File: src/common/sec_pkg.sv
// sec_pkg: constants and carrier types for the eeprom spi command front end
// assumes a 20 MHz core clock sampling a slower spi link
// Behaviour
// while paused, output floats and serial input and clock are ignored.
// host pauses only while chip select is low.
// deselect during pause resets protocol state, aborting the instruction.
// pause starts when pause pin falls while serial clock is low.
// pause ends when pause pin rises with clock low; shifting resumes.
// memory or status write accepted only on whole multiple of eight clocks.
// modifying instructions rejected unless the write arm latch is set.
// latch clears on power-up, disarm, status write and memory write completion.
// instruction executes only if deselect falls between last and next clock rise.
// last bit is opcode bit eight or data byte bit eight; reads exempt.
// protect bits pick none, upper quarter, upper half or whole array.
// opcodes arm 06h, disarm 04h, status read 05h.
// opcodes status write 01h, array read 03h, array write 02h.
// unknown opcode deselects device until chip select cycles.
// id page opcodes 83h/82h; address bit ten picks page or lock.
// arm opcode then deselect sets the write arm latch, only way.
// disarm opcode then deselect clears the write arm latch.
// status readable anytime, repeated while chip select stays low.
// busy flag is one during memory or status write cycles.
// protect bits non-volatile, changed only by status write outside hard lock.
// lock bit one with protect pin low refuses status writes.
// host should poll busy flag before new instructions.
// inputs sampled on clock rise, outputs shifted after clock fall.
// deselected output floats; first instruction needs a chip select fall.
// status bits six to four read zero; write leaves 6,5,4,1,0 alone.
// status layout busy b0, latch b1, protect b3:2, lock b7.
package sec_pkg;
	localparam logic [7:0] SEC_OP_ARM = 8'h06;
	localparam logic [7:0] SEC_OP_DISARM = 8'h04;
	localparam logic [7:0] SEC_OP_STAT_RD = 8'h05;
	localparam logic [7:0] SEC_OP_STAT_WR = 8'h01;
	localparam logic [7:0] SEC_OP_ARR_RD = 8'h03;
	localparam logic [7:0] SEC_OP_ARR_WR = 8'h02;
	localparam logic [7:0] SEC_OP_ID_RD = 8'h83;
	localparam logic [7:0] SEC_OP_ID_WR = 8'h82;
	localparam int SEC_BIT_BUSY = 0;
	localparam int SEC_BIT_ARM = 1;
	localparam int SEC_BIT_BP_LO = 2;
	localparam int SEC_BIT_BP_HI = 3;
	localparam int SEC_BIT_LOCK = 7;
	localparam int SEC_ID_SEL_BIT = 10;
	localparam logic [2:0] SEC_NV_RESET = 3'h0;
	localparam logic [14:0] SEC_ADDR_QUARTER = 15'h6000;
	localparam logic [14:0] SEC_ADDR_HALF = 15'h4000;
	localparam logic [14:0] SEC_ADDR_TOP = 15'h7FFF;
	localparam logic [1:0] SEC_BP_NONE = 2'h0;
	localparam logic [1:0] SEC_BP_QUARTER = 2'h1;
	localparam logic [1:0] SEC_BP_HALF = 2'h2;
	localparam logic [1:0] SEC_SYNC_STAGES = 2'h2;

	typedef enum logic [6:0] {
		SEC_ST_IDLE = 7'h01,
		SEC_ST_OPCODE = 7'h02,
		SEC_ST_ADDR = 7'h04,
		SEC_ST_DATA = 7'h08,
		SEC_ST_STAT_OUT = 7'h10,
		SEC_ST_WAIT_DESEL = 7'h20,
		SEC_ST_IGNORE = 7'h40
	} sec_state_t;

	// raw spi pins as seen after the synchronisers
	typedef struct packed {
		logic sel_n;
		logic sclk;
		logic mosi;
		logic pause_n;
		logic wprot_n;
	} sec_pins_t;

	// request to the write engine and array
	typedef struct packed {
		logic mem_write;
		logic stat_write;
		logic arr_read;
		logic id_read;
		logic id_write;
		logic id_lock_rd;
		logic id_lock;
		logic [15:0] addr;
	} sec_cmd_t;
endpackage

File: src/hw/sec_front.sv
// sec_front: spi command decode, write arm latch, status and protection
// assumes an external write engine reports completion and array data path
`timescale 1ns/10ps
module sec_front
	import sec_pkg::*;
(
	input wire logic core_clk,
	input wire logic reset,
	input wire logic sel_n,
	input wire logic sclk,
	input wire logic mosi,
	input wire logic pause_n,
	input wire logic wprot_n,
	output logic miso_o,
	output logic miso_oe_n,
	input wire logic write_done,
	input wire logic write_refused,
	output logic wr_start,
	output sec_cmd_t cmd_o,
	output logic [7:0] wr_data_o,
	output logic [7:0] status_o,
	output logic [1:0] protect_size_o,
	output logic hard_lock_mode
);
	// ------------------------------------------------------------
	// pin synchronisers
	// ------------------------------------------------------------
	sec_pins_t pins_raw;
	sec_pins_t pins;

	assign pins_raw = '{sel_n: sel_n, sclk: sclk, mosi: mosi, pause_n: pause_n, wprot_n: wprot_n};

	sec_sync u_sync (
		.core_clk(core_clk),
		.reset(reset),
		.pins_in(pins_raw),
		.pins_out(pins)
	);

	logic sclk_d_r;
	logic sel_d_r;
	logic pause_d_r;

	always_ff @(posedge core_clk) begin
		if (reset) begin
			sclk_d_r <= 1'b0;
			sel_d_r <= 1'b1;
			pause_d_r <= 1'b1;
		end else begin
			sclk_d_r <= pins.sclk;
			sel_d_r <= pins.sel_n;
			pause_d_r <= pins.pause_n;
		end
	end

	logic sclk_rise;
	logic sclk_fall;
	logic sel_fall;
	logic sel_rise;

	assign sclk_rise = pins.sclk & ~sclk_d_r;
	assign sclk_fall = ~pins.sclk & sclk_d_r;
	assign sel_fall = ~pins.sel_n & sel_d_r;
	assign sel_rise = pins.sel_n & ~sel_d_r;

	// ------------------------------------------------------------
	// pause condition
	// ------------------------------------------------------------
	logic paused_r;
	logic pause_pend_r;

	// a pause edge that lands while the clock is high waits for the clock to fall
	always_ff @(posedge core_clk) begin
		if (reset || pins.sel_n || pins.pause_n) begin
			pause_pend_r <= 1'b0;
		end else if (pause_d_r && pins.sclk) begin
			pause_pend_r <= 1'b1;
		end else if (!pins.sclk) begin
			pause_pend_r <= 1'b0;
		end
	end

	always_ff @(posedge core_clk) begin
		if (reset || pins.sel_n) begin
			paused_r <= 1'b0;
		end else if (!pins.pause_n && (pause_d_r || pause_pend_r) && !pins.sclk) begin
			paused_r <= 1'b1;
		end else if (pins.pause_n && !pins.sclk) begin
			paused_r <= 1'b0;
		end
	end

	// edges are only honoured outside a pause
	logic bit_in;
	logic bit_out;

	assign bit_in = sclk_rise & ~paused_r & ~pins.sel_n;
	assign bit_out = sclk_fall & ~paused_r & ~pins.sel_n;

	// ------------------------------------------------------------
	// non-volatile and volatile status bits
	// ------------------------------------------------------------
	logic busy_r;
	logic arm_r;
	logic [1:0] bp_r;
	logic lock_r;
	logic hard_lock;

	assign hard_lock = lock_r & ~pins.wprot_n;
	assign hard_lock_mode = hard_lock;
	assign protect_size_o = bp_r;

	always_comb begin
		status_o = 8'h00;
		status_o[SEC_BIT_BUSY] = busy_r;
		status_o[SEC_BIT_ARM] = arm_r;
		status_o[SEC_BIT_BP_HI:SEC_BIT_BP_LO] = bp_r;
		status_o[SEC_BIT_LOCK] = lock_r;
	end

	// ------------------------------------------------------------
	// shift and decode
	// ------------------------------------------------------------
	sec_state_t state_r;
	logic armed_after_reset_r;
	logic [7:0] shift_r;
	logic [2:0] bitcnt_r;
	logic [7:0] opcode_r;
	logic [15:0] addr_r;
	logic [1:0] addr_bytes_r;
	logic [7:0] data_r;
	logic byte_done_r;
	logic has_data_r;
	logic [7:0] stat_snap_r;
	logic [7:0] shift_nxt;

	assign shift_nxt = {shift_r[6:0], pins.mosi};

	function automatic logic op_known(input logic [7:0] op);
		op_known = (op == SEC_OP_ARM) || (op == SEC_OP_DISARM) || (op == SEC_OP_STAT_RD) ||
			(op == SEC_OP_STAT_WR) || (op == SEC_OP_ARR_RD) || (op == SEC_OP_ARR_WR) ||
			(op == SEC_OP_ID_RD) || (op == SEC_OP_ID_WR);
	endfunction

	// ------------------------------------------------------------
	// power-up select qualification
	// ------------------------------------------------------------
	// synchronisers restart high, so a pin already low at reset looks like a fall;
	// only a deselect seen once they have refilled qualifies the next fall
	logic [1:0] settle_r;
	logic pins_valid;

	assign pins_valid = (settle_r == SEC_SYNC_STAGES + 2'h1);

	always_ff @(posedge core_clk) begin
		if (reset) begin
			settle_r <= 2'h0;
		end else if (!pins_valid) begin
			settle_r <= settle_r + 2'h1;
		end
	end

	// a chip select fall is required before the first instruction
	always_ff @(posedge core_clk) begin
		if (reset) begin
			armed_after_reset_r <= 1'b0;
		end else if (pins_valid && pins.sel_n) begin
			armed_after_reset_r <= 1'b1;
		end
	end

	always_ff @(posedge core_clk) begin
		if (reset) begin
			state_r <= SEC_ST_IDLE;
			shift_r <= 8'h00;
			bitcnt_r <= 3'h0;
			opcode_r <= 8'h00;
			addr_r <= 16'h0000;
			addr_bytes_r <= 2'h0;
			data_r <= 8'h00;
			byte_done_r <= 1'b0;
			has_data_r <= 1'b0;
		end else if (pins.sel_n) begin
			state_r <= SEC_ST_IDLE;
			bitcnt_r <= 3'h0;
			addr_bytes_r <= 2'h0;
			has_data_r <= 1'b0;
			byte_done_r <= 1'b0;
		end else if (sel_fall) begin
			state_r <= armed_after_reset_r ? SEC_ST_OPCODE : SEC_ST_IGNORE;
			bitcnt_r <= 3'h0;
			byte_done_r <= 1'b0;
		end else if (bit_in) begin
			shift_r <= shift_nxt;
			bitcnt_r <= bitcnt_r + 3'h1;
			byte_done_r <= (bitcnt_r == 3'h7);
			case (state_r)
				SEC_ST_OPCODE: begin
					if (bitcnt_r == 3'h7) begin
						opcode_r <= shift_nxt;
						if (!op_known(shift_nxt)) begin
							state_r <= SEC_ST_IGNORE;
						end else if (shift_nxt == SEC_OP_STAT_RD) begin
							state_r <= SEC_ST_STAT_OUT;
						end else if (shift_nxt == SEC_OP_STAT_WR) begin
							state_r <= SEC_ST_DATA;
						end else if (shift_nxt == SEC_OP_ARM || shift_nxt == SEC_OP_DISARM) begin
							state_r <= SEC_ST_WAIT_DESEL;
						end else begin
							state_r <= SEC_ST_ADDR;
						end
					end
				end
				SEC_ST_ADDR: begin
					if (bitcnt_r == 3'h7) begin
						addr_r <= {addr_r[7:0], shift_nxt};
						addr_bytes_r <= addr_bytes_r + 2'h1;
						if (addr_bytes_r == 2'h1) begin
							state_r <= SEC_ST_DATA;
						end
					end
				end
				SEC_ST_DATA: begin
					if (bitcnt_r == 3'h7) begin
						data_r <= shift_nxt;
						has_data_r <= 1'b1;
					end
				end
				default: begin
				end
			endcase
		end else if (sclk_fall) begin
			byte_done_r <= byte_done_r;
		end
	end

	// ------------------------------------------------------------
	// execution at deselect
	// ------------------------------------------------------------
	logic exec_ok;
	logic is_mod;
	logic [14:0] prot_base;
	logic in_prot;
	logic id_sel;

	assign id_sel = addr_r[SEC_ID_SEL_BIT];
	// byte_done_r drops on the next rising edge, so this catches the window
	// a deselect while paused aborts the instruction instead of running it
	assign exec_ok = sel_rise && byte_done_r && (bitcnt_r == 3'h0) && !paused_r;
	assign is_mod = (opcode_r == SEC_OP_STAT_WR) || (opcode_r == SEC_OP_ARR_WR) || (opcode_r == SEC_OP_ID_WR);

	always_comb begin
		prot_base = SEC_ADDR_TOP;
		in_prot = 1'b0;
		if (bp_r == SEC_BP_NONE) begin
			in_prot = 1'b0;
		end else if (bp_r == SEC_BP_QUARTER) begin
			in_prot = addr_r[14:0] >= SEC_ADDR_QUARTER;
		end else if (bp_r == SEC_BP_HALF) begin
			in_prot = addr_r[14:0] >= SEC_ADDR_HALF;
		end else begin
			in_prot = 1'b1;
		end
		prot_base = addr_r[14:0] & SEC_ADDR_TOP;
	end

	logic go_stat_wr;
	logic go_mem_wr;
	logic go_id_wr;

	assign go_stat_wr = exec_ok && !busy_r && opcode_r == SEC_OP_STAT_WR && has_data_r && arm_r && !hard_lock;
	assign go_mem_wr = exec_ok && !busy_r && opcode_r == SEC_OP_ARR_WR && has_data_r && arm_r && !in_prot;
	assign go_id_wr = exec_ok && !busy_r && opcode_r == SEC_OP_ID_WR && has_data_r && arm_r;

	logic pend_stat_r;

	always_ff @(posedge core_clk) begin
		if (reset) begin
			busy_r <= 1'b0;
			pend_stat_r <= 1'b0;
		end else if (go_stat_wr || go_mem_wr || go_id_wr) begin
			busy_r <= 1'b1;
			pend_stat_r <= go_stat_wr;
		end else if (write_done || write_refused) begin
			busy_r <= 1'b0;
			pend_stat_r <= 1'b0;
		end
	end

	// nv bits keep value over core reset only in the array; here they restart at the shipped value
	always_ff @(posedge core_clk) begin
		if (reset) begin
			bp_r <= SEC_NV_RESET[1:0];
			lock_r <= SEC_NV_RESET[2];
		end else if (pend_stat_r && write_done) begin
			bp_r <= data_r[SEC_BIT_BP_HI:SEC_BIT_BP_LO];
			lock_r <= data_r[SEC_BIT_LOCK];
		end
	end

	always_ff @(posedge core_clk) begin
		if (reset) begin
			arm_r <= 1'b0;
		end else if (exec_ok && opcode_r == SEC_OP_ARM && state_r == SEC_ST_WAIT_DESEL) begin
			arm_r <= 1'b1;
		end else if (exec_ok && opcode_r == SEC_OP_DISARM && state_r == SEC_ST_WAIT_DESEL) begin
			arm_r <= 1'b0;
		end else if (busy_r && write_done) begin
			arm_r <= 1'b0;
		end
	end

	always_ff @(posedge core_clk) begin
		if (reset) begin
			wr_start <= 1'b0;
			cmd_o <= '0;
			wr_data_o <= 8'h00;
		end else begin
			wr_start <= go_stat_wr | go_mem_wr | go_id_wr;
			wr_data_o <= data_r;
			cmd_o.mem_write <= go_mem_wr;
			cmd_o.stat_write <= go_stat_wr;
			cmd_o.id_write <= go_id_wr && !id_sel;
			cmd_o.id_lock <= go_id_wr && id_sel;
			cmd_o.arr_read <= state_r == SEC_ST_DATA && opcode_r == SEC_OP_ARR_RD && !busy_r;
			cmd_o.id_read <= state_r == SEC_ST_DATA && opcode_r == SEC_OP_ID_RD && !id_sel;
			cmd_o.id_lock_rd <= state_r == SEC_ST_DATA && opcode_r == SEC_OP_ID_RD && id_sel;
			cmd_o.addr <= {1'b0, prot_base};
		end
	end

	// ------------------------------------------------------------
	// serial output
	// ------------------------------------------------------------
	always_ff @(posedge core_clk) begin
		if (reset) begin
			stat_snap_r <= 8'h00;
			miso_o <= 1'b0;
		end else if (bit_out && state_r == SEC_ST_STAT_OUT) begin
			// snapshot each byte so busy can change between repeats
			if (bitcnt_r == 3'h0) begin
				stat_snap_r <= {status_o[6:0], 1'b0};
				miso_o <= status_o[7];
			end else begin
				stat_snap_r <= {stat_snap_r[6:0], 1'b0};
				miso_o <= stat_snap_r[7];
			end
		end
	end

	assign miso_oe_n = ~(state_r == SEC_ST_STAT_OUT) | paused_r | pins.sel_n;
endmodule

File: src/hw/sec_sync.sv
// sec_sync: two flip-flop synchroniser for the spi pin bundle
// assumes pins are asynchronous to core_clk
`timescale 1ns/10ps
module sec_sync
	import sec_pkg::*;
(
	input wire logic core_clk,
	input wire logic reset,
	input wire sec_pins_t pins_in,
	output sec_pins_t pins_out
);
	sec_pins_t meta_r;

	// idle value: deselected, pause released, protect pin high
	always_ff @(posedge core_clk) begin
		if (reset) begin
			meta_r <= '{sel_n: 1'b1, sclk: 1'b0, mosi: 1'b0, pause_n: 1'b1, wprot_n: 1'b1};
			pins_out <= '{sel_n: 1'b1, sclk: 1'b0, mosi: 1'b0, pause_n: 1'b1, wprot_n: 1'b1};
		end else begin
			meta_r <= pins_in;
			pins_out <= meta_r;
		end
	end
endmodule
File: config.mk
export PLATFORM = sky130hd
export DESIGN_NAME = sec_front
export DESIGN_NICKNAME = d
export VERILOG_FILES = /design/src/common/sec_pkg.sv /design/src/hw/sec_front.sv /design/src/hw/sec_sync.sv
export SDC_FILE = /design/constraint.sdc
export NUM_CORES = 1
export LEC_CHECK = 0
export BUFFER_PORTS_ARGS = -buffer_cell sky130_fd_sc_hd__buf_4
export CORE_ASPECT_RATIO = 1.1
export CORE_MARGIN = 3
export CORE_UTILIZATION = 50
export CTS_BUF_LIST = sky130_fd_sc_hd__clkbuf_16
export DETAILED_ROUTE_END_ITERATION = 8
export PLACE_DENSITY = 0.76
export SYNTH_ARGS = -nofsm -noshare
export SYNTH_HDL_FRONTEND = slang
export SYNTH_SLANG_ARGS = --single-unit
export TNS_END_PERCENT = 20
File: constraint.sdc
create_clock -name core_clk -period 4.9 [get_ports core_clk]
set_clock_uncertainty 0.05 [all_clocks]
set_input_delay 0.49 -clock core_clk [delete_from_list [all_inputs] [get_ports core_clk]]
set_output_delay 0.49 -clock core_clk [all_outputs]
set_load 0.005 [all_outputs]
==> metrics.txt <==
synthesized flop and latch total=115; peak supply drop=about 0.27 mV; TritonCTS buffer count=17; final net count=between 500 and 600; status=completed; Die Y=around 100 um; CTS tree=built; sequential area share after synthesis=between 50% and 60%; Die X=approximately 95 um; Initial DRC Count=just under 200; yosys warns=0; Gate Count Post-Synth=463; die area=roughly 10000 um2; unrepaired setup endpoints after global routing=no; share of the synthesized area in the top cell type=52.9%; Post-DRT Antenna Nets=0; most area-consuming cells after synthesis=dfxtp_1, a21oi_1, nor2b_1; Hold-fix buffers, CTS=0; commonest cells after routing, fill and taps aside=dfxtp_1, a21oi_1, buf_4; max-slew violations=0; Final Hold Violating Endpoints=0; vias in the first global route=~3.2k; WL/cell=14.1 um; Core ar.=between 8000 and 9000 um2; Yosys cell types=48; Clock Sinks=115; Inst Count DP=594; Slew headroom=between 30% and 40%; clock insertion delay at the later pin of the skew report=about 0.40 ns; total congestion overflow=0; largest net degree at the start of global routing=87; vias per inst=approximately 5.4; Finished Layout Cells=625; starting density of the core=between 50% and 60%; maxcap violations=0; Fmax=approximately 380 MHz; Arr. time, crit path=2.84 ns; layout cells sized above 1=18.1%; detailed-placement wirelength estimate=between 5000 and 6000 um; global-route wire length before repair=roughly 15,000 um; setup TNS=0 ns; initial antenna violation count=0; async set-reset flop share out of synthesis=0%; GPL Wtd Cong=~0.84; worst min path class=in2reg; Hold Worst Slack=approximately 0.22 ns; Worst setup EP type=flip-flop; Setup WS post-layout=~2.3 ns; row cnt=35; Least-Margin Pin Slew=roughly 0.95 ns; H-tree Lvls=4; startpoint types=flip-flop; Post-CTS Setup Repair Bufs=0; CTS Root Cell=clkbuf_16; Tmin final=around 2.6 ns; drt pass-1 iters=5; pre-CTS setup slack=roughly 2.4 ns; Cell Area, Placed=between 4000 and 5000 um2; Power Density=about 390 nW/um2; critical path class=reg2reg; clock-pin slew on the worst setup and hold paths=0.05 ns; period utilization=approximately 53%; commonest non-fill, non-tap cell in the layout=dfxtp_1; n_diodes=0; DR vias=~3.4k; IO Port Bufs=49; Req. time, crit path=roughly 5.1 ns; DRC Markers=0; # setup viols final=0; number of synthesized flops with an enable pin=0; most common flop cell mapped by yosys=dfxtp_1; routed wire length=roughly 8800 um; Crit Path Max Fanout=26; Syn Area/Cell=approximately 9.4 um2; library cell with the largest summed area after synthesis=dfxtp_1; post_cts resized=0; GRT Overall Usage=between 10% and 20%; area growth from synthesis to layout=20.3%; Final Cell Area=around 5200 um2; Ports=54; Max Root-Sink Buffers=2; Synth Cell Area=4350 um2; static leakage=slightly below 2 nW
-- synthesized netlist by cell type, types with 4 or more instances --
cell type	n
dfxtp_1	115
a21oi_1	52
nor2b_1	33
nand2_1	28
o21ai_1	27
nand3_1	24
nor2_1	19
nand4_1	17
clkbuf_1	16
o21ai_0	13
or3_1	10
buf_4	9
inv_1	9
mux2_1	7
nand2b_1	7
nor3_1	7
or2_2	7
ha_1	5
mux2i_1	5
buf_2	4
mux2_2	4
nor4_1	4
or4_1	4
or4b_1	4
-- worst paths after layout --
kind / from / to / slack (ns) / cells after the start
worst min-delay path: wprot_n / u_sync.meta_r[0] / 0.22 / 2
worst max register to register: u_sync.pins_out[4] / addr_r[10] / 2.30 / 4
worst max-delay path: u_sync.pins_out[4] / addr_r[10] / 2.30 / 4
worst min register to register: u_sync.meta_r[1] / u_sync.pins_out[1] / 0.35 / 1
-- report_power, final --
group | internal, mW | leakage, nW | switching [mW] | total, mW
Combinational | 0.0151 | 0.789 | 0.0235 | 0.0386
Clock | 0.678 | 0.259 | 0.397 | 1.08
Sequential | 0.946 | 0.929 | 0.00686 | 0.953
-- cell type report --
type / instances / area (um2)
Sequential cell: 115 / 2300
Fill cell: 701 / 3170
Timing Repair Buffer: 49 / 368
Clock inverter: 14 / 100
Clock buffer: 17 / 425
Tap cell: 111 / 139
Multi-Input combinational cell: 309 / 1860
Inverter: 10 / 37.5
-- kinds of logic (layout without fill, tap and decap cells) --
| logic type | count (synthesis) | count (layout) | synth area share, % |
|---|---|---|---|
| buffers and inverters | 42 | 90 | 4.52 |
| other | 1 | 4 | 0.0862 |
| DFF | 115 | 115 | 52.9 |
| xor gates and xnor gates | 1 | 1 | 0.201 |
| adders and majority gates | 5 | 5 | 1.44 |
| muxes | 16 | 16 | 4.00 |
| AOI/OAI and AO/OA | 104 | 104 | 12.9 |
| and+or+nand+nor | 179 | 179 | 24.0 |
-- metrics by stage --
step                util [%]  power (mW)
finish                  62.3        2.07
global route            62.3        2.13
CTS                     62.3        2.08
detailed placement      56.0        1.01
global placement        56.0        1.01
floorplan                  -        1.00
-- critical path, cell delays in order, from the launching register on --
cell	delay [ns]
dfxtp_1	0.40
nor4b_4	0.48
and3_1	0.77
nand3_2	0.38
mux2_1	0.41
-- flip-flops by register name, indices dropped and copies added (netlist names), 3 cells and up --
register,count
u_sync.meta_r,5
state_r,7
bitcnt_r,3
u_sync.pins_out,5
opcode_r,8
addr_r,15
cmd_o,22
data_r,8
wr_data_o,8
shift_r,7
stat_snap_r,7
-- metal layers --
metal | part of all wire [%] | routed length, um | track usage, % | up-vias
met5 | 0 | 0 | 0 | -
met4 | 2.1 | 188 | 9.59 | 0
met3 | 5.7 | 503 | 4.43 | 16
met1 | 42 | 3740 | 23.3 | 1552
li1 | - | - | - | 1707
met2 | 50 | 4410 | 31.2 | 116
No activity file was read; power rests on OpenSTA's default activity.
